[src/core/epi_defs.vh]
/*
 * Register map, field positions, reset values, sense modes and timing
 * constants of the external pin interrupt block.
 * Assumes inclusion by bare name from core/ design files.
 */
`ifndef EPI_DEFS_VH
`define EPI_DEFS_VH

// register indices on the plain register port
`define EPI_ADR_ENABLE   3'h0
`define EPI_ADR_CTRL     3'h1
`define EPI_ADR_CTRLSTAT 3'h2
`define EPI_ADR_FLAGS    3'h3

// enable and flag bit positions
`define EPI_BIT_ONE      7
`define EPI_BIT_ZERO     6
`define EPI_BIT_TWO      5

// sense control field positions
`define EPI_SENSE_ONE_HI 3
`define EPI_SENSE_ONE_LO 2
`define EPI_SENSE_ZERO_HI 1
`define EPI_SENSE_ZERO_LO 0
`define EPI_SENSE_TWO_EDGE_SEL 6

// writable masks of the enable and flag registers
`define EPI_ENABLE_WMASK 8'hE3
`define EPI_FLAGS_MASK   8'hE0

// reset values
`define EPI_ENABLE_RST   8'h00
`define EPI_CTRL_RST     8'h00
`define EPI_CTRLSTAT_RST 8'h00
`define EPI_FLAGS_RST    8'h00

// sense modes
`define EPI_MODE_LOW     2'h0
`define EPI_MODE_ANY     2'h1
`define EPI_MODE_FALL    2'h2
`define EPI_MODE_RISE    2'h3

// vector codes, one per request
`define EPI_VEC_NONE     2'h0
`define EPI_VEC_ZERO     2'h1
`define EPI_VEC_ONE      2'h2
`define EPI_VEC_TWO      2'h3

// timing
`define EPI_CLK_NS       20
`define EPI_T_INT_NS     50
`define EPI_T_INT_CYC    ((`EPI_T_INT_NS / `EPI_CLK_NS) < 1 ? 1 : (`EPI_T_INT_NS / `EPI_CLK_NS))
`define EPI_WAKE_SAMPLES 2'h2

`endif

[src/core/epi_top.v]
/*
 * External pin interrupt block: three request pins, sense control,
 * sticky flags, enables, level wake-up sampled on watchdog ticks.
 * Assumes one clock mclk at 50 MHz, synchronous active-high rst, pins
 * and watchdog tick asynchronous to mclk, core signals on mclk.
 */
`timescale 1ns/1ps
`default_nettype none
`include "epi_defs.vh"

module epi_top
(
   input  wire       mclk,
   input  wire       rst,
   input  wire [2:0] reg_addr,
   input  wire [7:0] reg_wdata,
   input  wire       reg_wr,
   input  wire       reg_rd,
   output reg  [7:0] reg_rdata_r,
   input  wire       ext_request_zero,
   input  wire       ext_request_one,
   input  wire       ext_request_two,
   input  wire       global_irq_en,
   input  wire       irq_ack,
   input  wire [1:0] irq_ack_vec,
   input  wire       sleep_io_off,
   input  wire       wdt_clk,
   output reg        irq_r,
   output reg  [1:0] irq_vec_r,
   output reg        wake_r
);

   // sense mode decode shared by requests zero and one
   function sense_hit;
      input [1:0] mode;
      input       cur;
      input       prev;
      begin
         case (mode)
            `EPI_MODE_ANY:  sense_hit = cur ^ prev;
            `EPI_MODE_FALL: sense_hit = prev & ~cur;
            `EPI_MODE_RISE: sense_hit = cur & ~prev;
            default:        sense_hit = 1'b0;
         endcase
      end
   endfunction

   reg  [7:0] ext_irq_enable_r;
   reg  [7:0] mcu_control_r;
   reg  [7:0] mcu_control_status_r;
   reg  [2:0] flag_r;
   reg  [2:0] flag_nxt;
   reg  [2:0] pin_s1_r;
   reg  [2:0] pin_s2_r;
   reg  [2:0] pin_prev_r;
   reg  [1:0] prime_r;
   reg        wdt_s1_r;
   reg        wdt_s2_r;
   reg        wdt_prev_r;
   reg  [1:0] lvl_cnt_r [0:1];
   reg  [1:0] lvl_cnt_nxt [0:1];
   reg  [2:0] set_ev;
   reg  [2:0] clr_ev;
   reg  [2:0] pend;
   reg  [2:0] taken;
   reg  [1:0] vec_nxt;
   reg  [7:0] rd_nxt;
   reg        wake_nxt;
   reg  [1:0] mode [0:1];
   reg  [1:0] lvl_mode;
   reg  [1:0] lvl_low;
   reg        two_int;
   reg        two_prev_int;
   reg        two_hit;
   integer    i;

   wire       wr_enable   = reg_wr & (reg_addr == `EPI_ADR_ENABLE);
   wire       wr_ctrl     = reg_wr & (reg_addr == `EPI_ADR_CTRL);
   wire       wr_ctrlstat = reg_wr & (reg_addr == `EPI_ADR_CTRLSTAT);
   wire       wr_flags    = reg_wr & (reg_addr == `EPI_ADR_FLAGS);
   wire       wdt_tick    = wdt_s2_r & ~wdt_prev_r;
   wire       edge_ok     = (prime_r == 2'h0);

   // pins and watchdog clock are asynchronous: two flops before use
   // pin levels are read with no direction gating
   always @(posedge mclk)
   begin
      if (rst)
      begin
         pin_s1_r   <= 3'h7;
         pin_s2_r   <= 3'h7;
         pin_prev_r <= 3'h7;
         wdt_s1_r   <= 1'b0;
         wdt_s2_r   <= 1'b0;
         wdt_prev_r <= 1'b0;
         prime_r    <= 2'h3;
      end
      else
      begin
         pin_s1_r   <= {ext_request_two, ext_request_one, ext_request_zero};
         pin_s2_r   <= pin_s1_r;
         pin_prev_r <= pin_s2_r;
         wdt_s1_r   <= wdt_clk;
         wdt_s2_r   <= wdt_s1_r;
         wdt_prev_r <= wdt_s2_r;
         // blanks edges until the synchroniser holds real samples
         if (prime_r != 2'h0)
            prime_r <= prime_r - 2'h1;
      end
   end

   // event and level decode
   always @*
   begin
      mode[0] = {mcu_control_r[`EPI_SENSE_ZERO_HI], mcu_control_r[`EPI_SENSE_ZERO_LO]};
      mode[1] = {mcu_control_r[`EPI_SENSE_ONE_HI], mcu_control_r[`EPI_SENSE_ONE_LO]};
      set_ev = 3'h0;
      lvl_mode = 2'h0;
      lvl_low = 2'h0;
      for (i = 0; i < 2; i = i + 1)
      begin
         lvl_mode[i] = (mode[i] == `EPI_MODE_LOW);
         lvl_low[i] = lvl_mode[i] & ~pin_s2_r[i];
         // clocked edge path stops with the I/O clock
         set_ev[i] = edge_ok & ~sleep_io_off
                   & sense_hit(mode[i], pin_s2_r[i], pin_prev_r[i]);
      end
      // input buffer of two is cut in sleep while it is disabled
      two_int = pin_s2_r[2]
              & ~(sleep_io_off & ~ext_irq_enable_r[`EPI_BIT_TWO]);
      two_prev_int = pin_prev_r[2];
      // one clock period is shorter than the minimum pulse width
      if (mcu_control_status_r[`EPI_SENSE_TWO_EDGE_SEL])
         two_hit = two_int & ~two_prev_int;
      else
         two_hit = two_prev_int & ~two_int;
      // runs in every sleep mode, no I/O clock needed
      set_ev[2] = edge_ok & two_hit;
   end

   // power-down level wake: two consecutive low watchdog samples
   always @*
   begin
      wake_nxt = 1'b0;
      for (i = 0; i < 2; i = i + 1)
      begin
         lvl_cnt_nxt[i] = lvl_cnt_r[i];
         if (!sleep_io_off || !lvl_low[i] || !ext_irq_enable_r[`EPI_BIT_ZERO + i])
            lvl_cnt_nxt[i] = 2'h0;
         else if (wdt_tick && lvl_cnt_r[i] != `EPI_WAKE_SAMPLES)
            lvl_cnt_nxt[i] = lvl_cnt_r[i] + 2'h1;
         if (lvl_cnt_r[i] == `EPI_WAKE_SAMPLES)
            wake_nxt = 1'b1;
      end
      // edge on two also wakes from any sleep mode
      if (sleep_io_off && flag_r[2] && ext_irq_enable_r[`EPI_BIT_TWO])
         wake_nxt = 1'b1;
      if (!sleep_io_off)
         wake_nxt = 1'b0;
   end

   // flags, pending requests and vector choice
   always @*
   begin
      clr_ev = 3'h0;
      if (wr_flags)
      begin
         clr_ev[0] = reg_wdata[`EPI_BIT_ZERO];
         clr_ev[1] = reg_wdata[`EPI_BIT_ONE];
         clr_ev[2] = reg_wdata[`EPI_BIT_TWO];
      end
      if (irq_ack)
      begin
         case (irq_ack_vec)
            `EPI_VEC_ZERO: clr_ev[0] = 1'b1;
            `EPI_VEC_ONE:  clr_ev[1] = 1'b1;
            `EPI_VEC_TWO:  clr_ev[2] = 1'b1;
            default:       clr_ev = clr_ev;
         endcase
      end
      // set wins over a clear in the same cycle
      flag_nxt = (flag_r & ~clr_ev) | set_ev;
      // level mode keeps the flag cleared
      flag_nxt[0] = flag_nxt[0] & ~lvl_mode[0];
      flag_nxt[1] = flag_nxt[1] & ~lvl_mode[1];
      // level request holds while the pin stays low
      // in power-down only once the wake sampling has passed
      pend[0] = flag_r[0]
              | (lvl_low[0] & (~sleep_io_off | wake_r));
      pend[1] = flag_r[1]
              | (lvl_low[1] & (~sleep_io_off | wake_r));
      pend[2] = flag_r[2];
      taken[0] = pend[0] & ext_irq_enable_r[`EPI_BIT_ZERO];
      taken[1] = pend[1] & ext_irq_enable_r[`EPI_BIT_ONE];
      taken[2] = pend[2] & ext_irq_enable_r[`EPI_BIT_TWO];
      taken = taken & {3{global_irq_en}};
      // fixed priority: zero, then one, then two
      if (taken[0])
         vec_nxt = `EPI_VEC_ZERO;
      else if (taken[1])
         vec_nxt = `EPI_VEC_ONE;
      else if (taken[2])
         vec_nxt = `EPI_VEC_TWO;
      else
         vec_nxt = `EPI_VEC_NONE;
   end

   // read mux; data appear in the cycle after the read strobe
   always @*
   begin
      rd_nxt = 8'h00;
      if (reg_rd)
      begin
         case (reg_addr)
            `EPI_ADR_ENABLE:   rd_nxt = ext_irq_enable_r;
            `EPI_ADR_CTRL:     rd_nxt = mcu_control_r;
            `EPI_ADR_CTRLSTAT: rd_nxt = mcu_control_status_r;
            `EPI_ADR_FLAGS:
            begin
               rd_nxt[`EPI_BIT_ZERO] = flag_r[0];
               rd_nxt[`EPI_BIT_ONE]  = flag_r[1];
               rd_nxt[`EPI_BIT_TWO]  = flag_r[2];
            end
            default:           rd_nxt = 8'h00;
         endcase
      end
   end

   always @(posedge mclk)
   begin
      if (rst)
      begin
         ext_irq_enable_r     <= `EPI_ENABLE_RST;
         mcu_control_r        <= `EPI_CTRL_RST;
         mcu_control_status_r <= `EPI_CTRLSTAT_RST;
         flag_r               <= 3'h0;
         lvl_cnt_r[0]         <= 2'h0;
         lvl_cnt_r[1]         <= 2'h0;
         reg_rdata_r          <= 8'h00;
         irq_r                <= 1'b0;
         irq_vec_r            <= `EPI_VEC_NONE;
         wake_r               <= 1'b0;
      end
      else
      begin
         if (wr_enable)
            ext_irq_enable_r <= reg_wdata & `EPI_ENABLE_WMASK;
         if (wr_ctrl)
            mcu_control_r <= reg_wdata;
         // software should disable two before changing the edge
         if (wr_ctrlstat)
            mcu_control_status_r <= reg_wdata;
         flag_r       <= flag_nxt;
         lvl_cnt_r[0] <= lvl_cnt_nxt[0];
         lvl_cnt_r[1] <= lvl_cnt_nxt[1];
         reg_rdata_r  <= rd_nxt;
         irq_r        <= (vec_nxt != `EPI_VEC_NONE);
         irq_vec_r    <= vec_nxt;
         wake_r       <= wake_nxt;
      end
   end

endmodule
`default_nettype wire

[config.mk]
export PLATFORM = sky130hd
export DESIGN_NAME = epi_top
export DESIGN_NICKNAME = d
export VERILOG_FILES = /design/src/core/epi_top.v
export VERILOG_INCLUDE_DIRS = /design/src /design/src/core
export SDC_FILE = /design/constraint.sdc
export NUM_CORES = 1
export LEC_CHECK = 0
export BUFFER_PORTS_ARGS = -buffer_cell sky130_fd_sc_hd__buf_2
export CORE_ASPECT_RATIO = 1.75
export CORE_MARGIN = 2
export CORE_UTILIZATION = 39
export DETAILED_ROUTE_END_ITERATION = 6
export GPL_TIMING_DRIVEN = 0
export SYNTH_ARGS = -nofsm -noshare
export SYNTH_HDL_FRONTEND = slang
export SYNTH_SLANG_ARGS = --single-unit
[constraint.sdc]
create_clock -name mclk -period 2.2 [get_ports mclk]
set_clock_uncertainty 0.15 [all_clocks]
set_input_delay 0.44 -clock mclk [delete_from_list [all_inputs] [get_ports mclk]]
set_output_delay 0.44 -clock mclk [all_outputs]
set_load 0.1 [all_outputs]
==> flow_summary.ini <==
[cells_and_area]
fillers = 559
ff_latch_area_mm2 = 0.00108
areaGrowthSynthToFinish_pct = 15.9
drive_above_1_share_pct = 23.2
fin_nets = 301
multi_input_area_mm2 = 0.00112
diodes = 0

[floorplan]
start_util_pct = 39.9
die_w_um = 62.2
die_area_mm2 = 0.00658
rows = 37
io-pin-count = 36
chipHeight_um = 106
core-area_mm2 = 0.00579

[worst_hold_path]
hp-class = in2reg
min_path_cells = 2
min_to = pin_s1_r[0]
min_from = ext_request_zero

[sta]
post-route-period-util_pct = 75.2
finalWorstSetupSlack_ps = 546
slew_violations = 0
hold_viol = 0
slew_headroom_pct = 60.5
tns_ps = 0
tightest_slew_ps = 592
setup_viol = 0
timing.final.crit_period_ps = 1650
grt_setup_unrepaired = false
fmax_ghz = 0.605

[critical_path]
path_cells = buf_2
cp_max_fo = 2
start_kind = flip-flop
crit_family = buffers and inverters
criticalPathCategory = reg2out
endpoint_kind = primary output
path_buf_inv = 1
rr_worst_depth = 3
cpMaxStageDelayCell = buf_2
reg2reg_from = ext_irq_enable_r[7]
worstPathRequired_ps = 1610
crit_path_max_incr_delay_ps = 430
worstReg2RegEnd = irq_vec_r[0]
regToRegSetupSlack_ps = 640
crit_cells = 1
cp.arrival_ps = 1060

[synth]
synth_cells = 231
yosysUniqueCellTypes = 41
ys_ff_latch = 54
synth_seq_area_share_pct = 46.8
async_flop_share_pct = 0
syn_avg_cell_area_um2 = 10.0
ys_warn_count = 0
synth_area_mm2 = 0.00231
synth_edf_count = 0
syn_nets = 262
yosys_most_used_dff = dfxtp_1

[power_and_ir_drop]
p_leak_nw = 1.07
p_sw_mw = 0.423
p_sw_share_pct = 23.0
power_frac_clock_pct = 35.6
ir_drop_v = 0.000475
power_density_mw_per_mm2 = 686
intPower_mw = 1.41
seq_power_share_pct = 55.6
comb_power_share_pct = 8.8

[grt]
grt_max_degree = 17
antenna_found_initial = 0
grt_pass1_wl_um = 7880
grt_use_total_pct = 15.4
grt_pass1_vias = 1636
overflow = 0

[status]
status = complete, no violations

[detailed_routing]
routedWlPerCell_um = 13.0
drc = 0
final_antenna_net_count = 0
dr.pass1.iters = 4
vias_per_cell = 4.80
vias = 1674
routed_wl_um = 4550
drt_first_iter_violations = 62

[place]
gp_congestion = 0.757
dp_hpwl_um = 3540
port_buffers = 32
pre_cts_ws_ps = 409

[clock_network]
cts_tree = yes
numCtsBuffers = 5
post-cts-setup-buffer-count = 0
clock-sinks = 54
cts_resized = 0
cts_buffer_depth = 2
clock_latency_ps = 310
path_clk_slew_ps = 90
htreeDepth = 2
ctsHoldBuffers = 0
cts-root-buf = clkbuf_8

[run]
maxCapViolCount = 0
==> cells in the final DEF, fill, tap and decap left out, types with 2 or more instances in the layout <==
cell type  count
or2_2         10
a21oi_1        4
nor2_1        32
a2bb2oi_1      2
o211ai_1       3
nand2b_1       4
nand2_1        7
mux2i_1       30
inv_1         14
a211oi_1       5
nor2_2         5
nand3_1        3
o22a_1         3
o221ai_1       2
xnor2_1        2
dfxtp_1       54
ha_1           7
buf_2         32
nor4b_2        2
clkbuf_8       5
nor3b_1        2
nor2b_1        8
clkbuf_1       6
buf_4          3
clkinv_2       2
a22oi_1        3
a31oi_1        2
nand4b_1       2
==> per-layer routing <==
metal | routed length [µm] | track usage (%) | up-vias
met2 | 2380 | 28.6 | 40
met3 | 189 | 3.74 | 9
met4 | 92 | 6.03 | 0
met5 | 0 | 0 | -
met1 | 1890 | 16.5 | 757
li1 | - | - | 868
==> logic make-up (layout without fill, tap and decap cells) <==
kind of cell	Yosys count	in the layout	synth area share [%]
mux	31	31	13.5
simple gates	84	84	20.8
buf+inv	24	64	4.71
fa+ha+maj	7	7	3.79
compound gates	28	28	9.26
xor+xnor	3	3	1.14
flops	54	54	46.8
==> state kept, by name (all words and copies together), names as in the netlist, 2 cells and up <==
signal                count
pin_s2_r                  3
prime_r                   2
pin_s1_r                  3
reg_rdata_r               8
irq_vec_r                 2
pin_prev_r                3
flag_r                    3
mcu_control_status_r      8
mcu_control_r             8
ext_irq_enable_r          5
lvl_cnt_r                 4
==> metrics by stage <==
stage | utilization (%) | total power, mW | area [µm²] | hold slack (ps) | instances
after floorplan | - | 1.15 | 2310 | 233 | 231
after global placement | 44.4 | 1.20 | 2570 | 238 | 341
after detailed placement | 44.4 | 1.21 | 2570 | 243 | 341
after CTS | 46.3 | 1.87 | 2680 | 151 | 349
after global routing | 46.3 | 1.93 | 2680 | 154 | 349
final | 46.3 | 1.84 | 2680 | 161 | 349
==> power groups by stage <==
stage               Clock [mW]  Combinational, mW  Sequential, mW
floorplan                    0              0.108            1.04
global placement             0              0.158            1.04
detailed placement           0              0.162            1.04
CTS                      0.682              0.163            1.02
global route             0.720              0.185            1.02
finish                   0.654              0.161            1.02
==> how the worst max path moves through the flow <==
| stage | start | endpoint | slack [ps] |
|---|---|---|---|
| 2_1_floorplan | wake_r | irq_vec_r[0] | 530 |
| 3_3_place_gp | reg_addr[2] | ext_irq_enable_r[1] | 420 |
| 3_5_place_dp | reg_addr[2] | ext_irq_enable_r[0] | 410 |
| 4_1_cts | wake_r | wake_r | 530 |
| 5_1_grt | wake_r | wake_r | 500 |
| 6_report | wake_r | wake_r | 550 |
==> synthesized netlist by cell type, drive strengths merged, types with 4 or more instances <==
master   n  area share (%)
a211oi   5             1.6
a21oi    4            0.87
buf      4             1.5
clkbuf   6            0.97
dfxtp   54              47
ha       7             3.8
inv     14             2.3
mux2i   30              13
nand2    7             1.1
nand2b   4             1.1
nor2    37             6.6
nor2b    8             2.2
or2     11             3.0
==> layout make-up <==
cell class / instances / share of cell area (%)
Clock buffer: 5 / 2.57
Inverter: 14 / 1.96
Tap cell: 78 / 3.64
Buffer: 10 / 2.10
Timing Repair Buffer: 32 / 5.98
Sequential cell: 54 / 40.4
Multi-Input combinational cell: 153 / 41.9
Clock inverter: 3 / 1.50
Power figures use the tool's default switching activity.
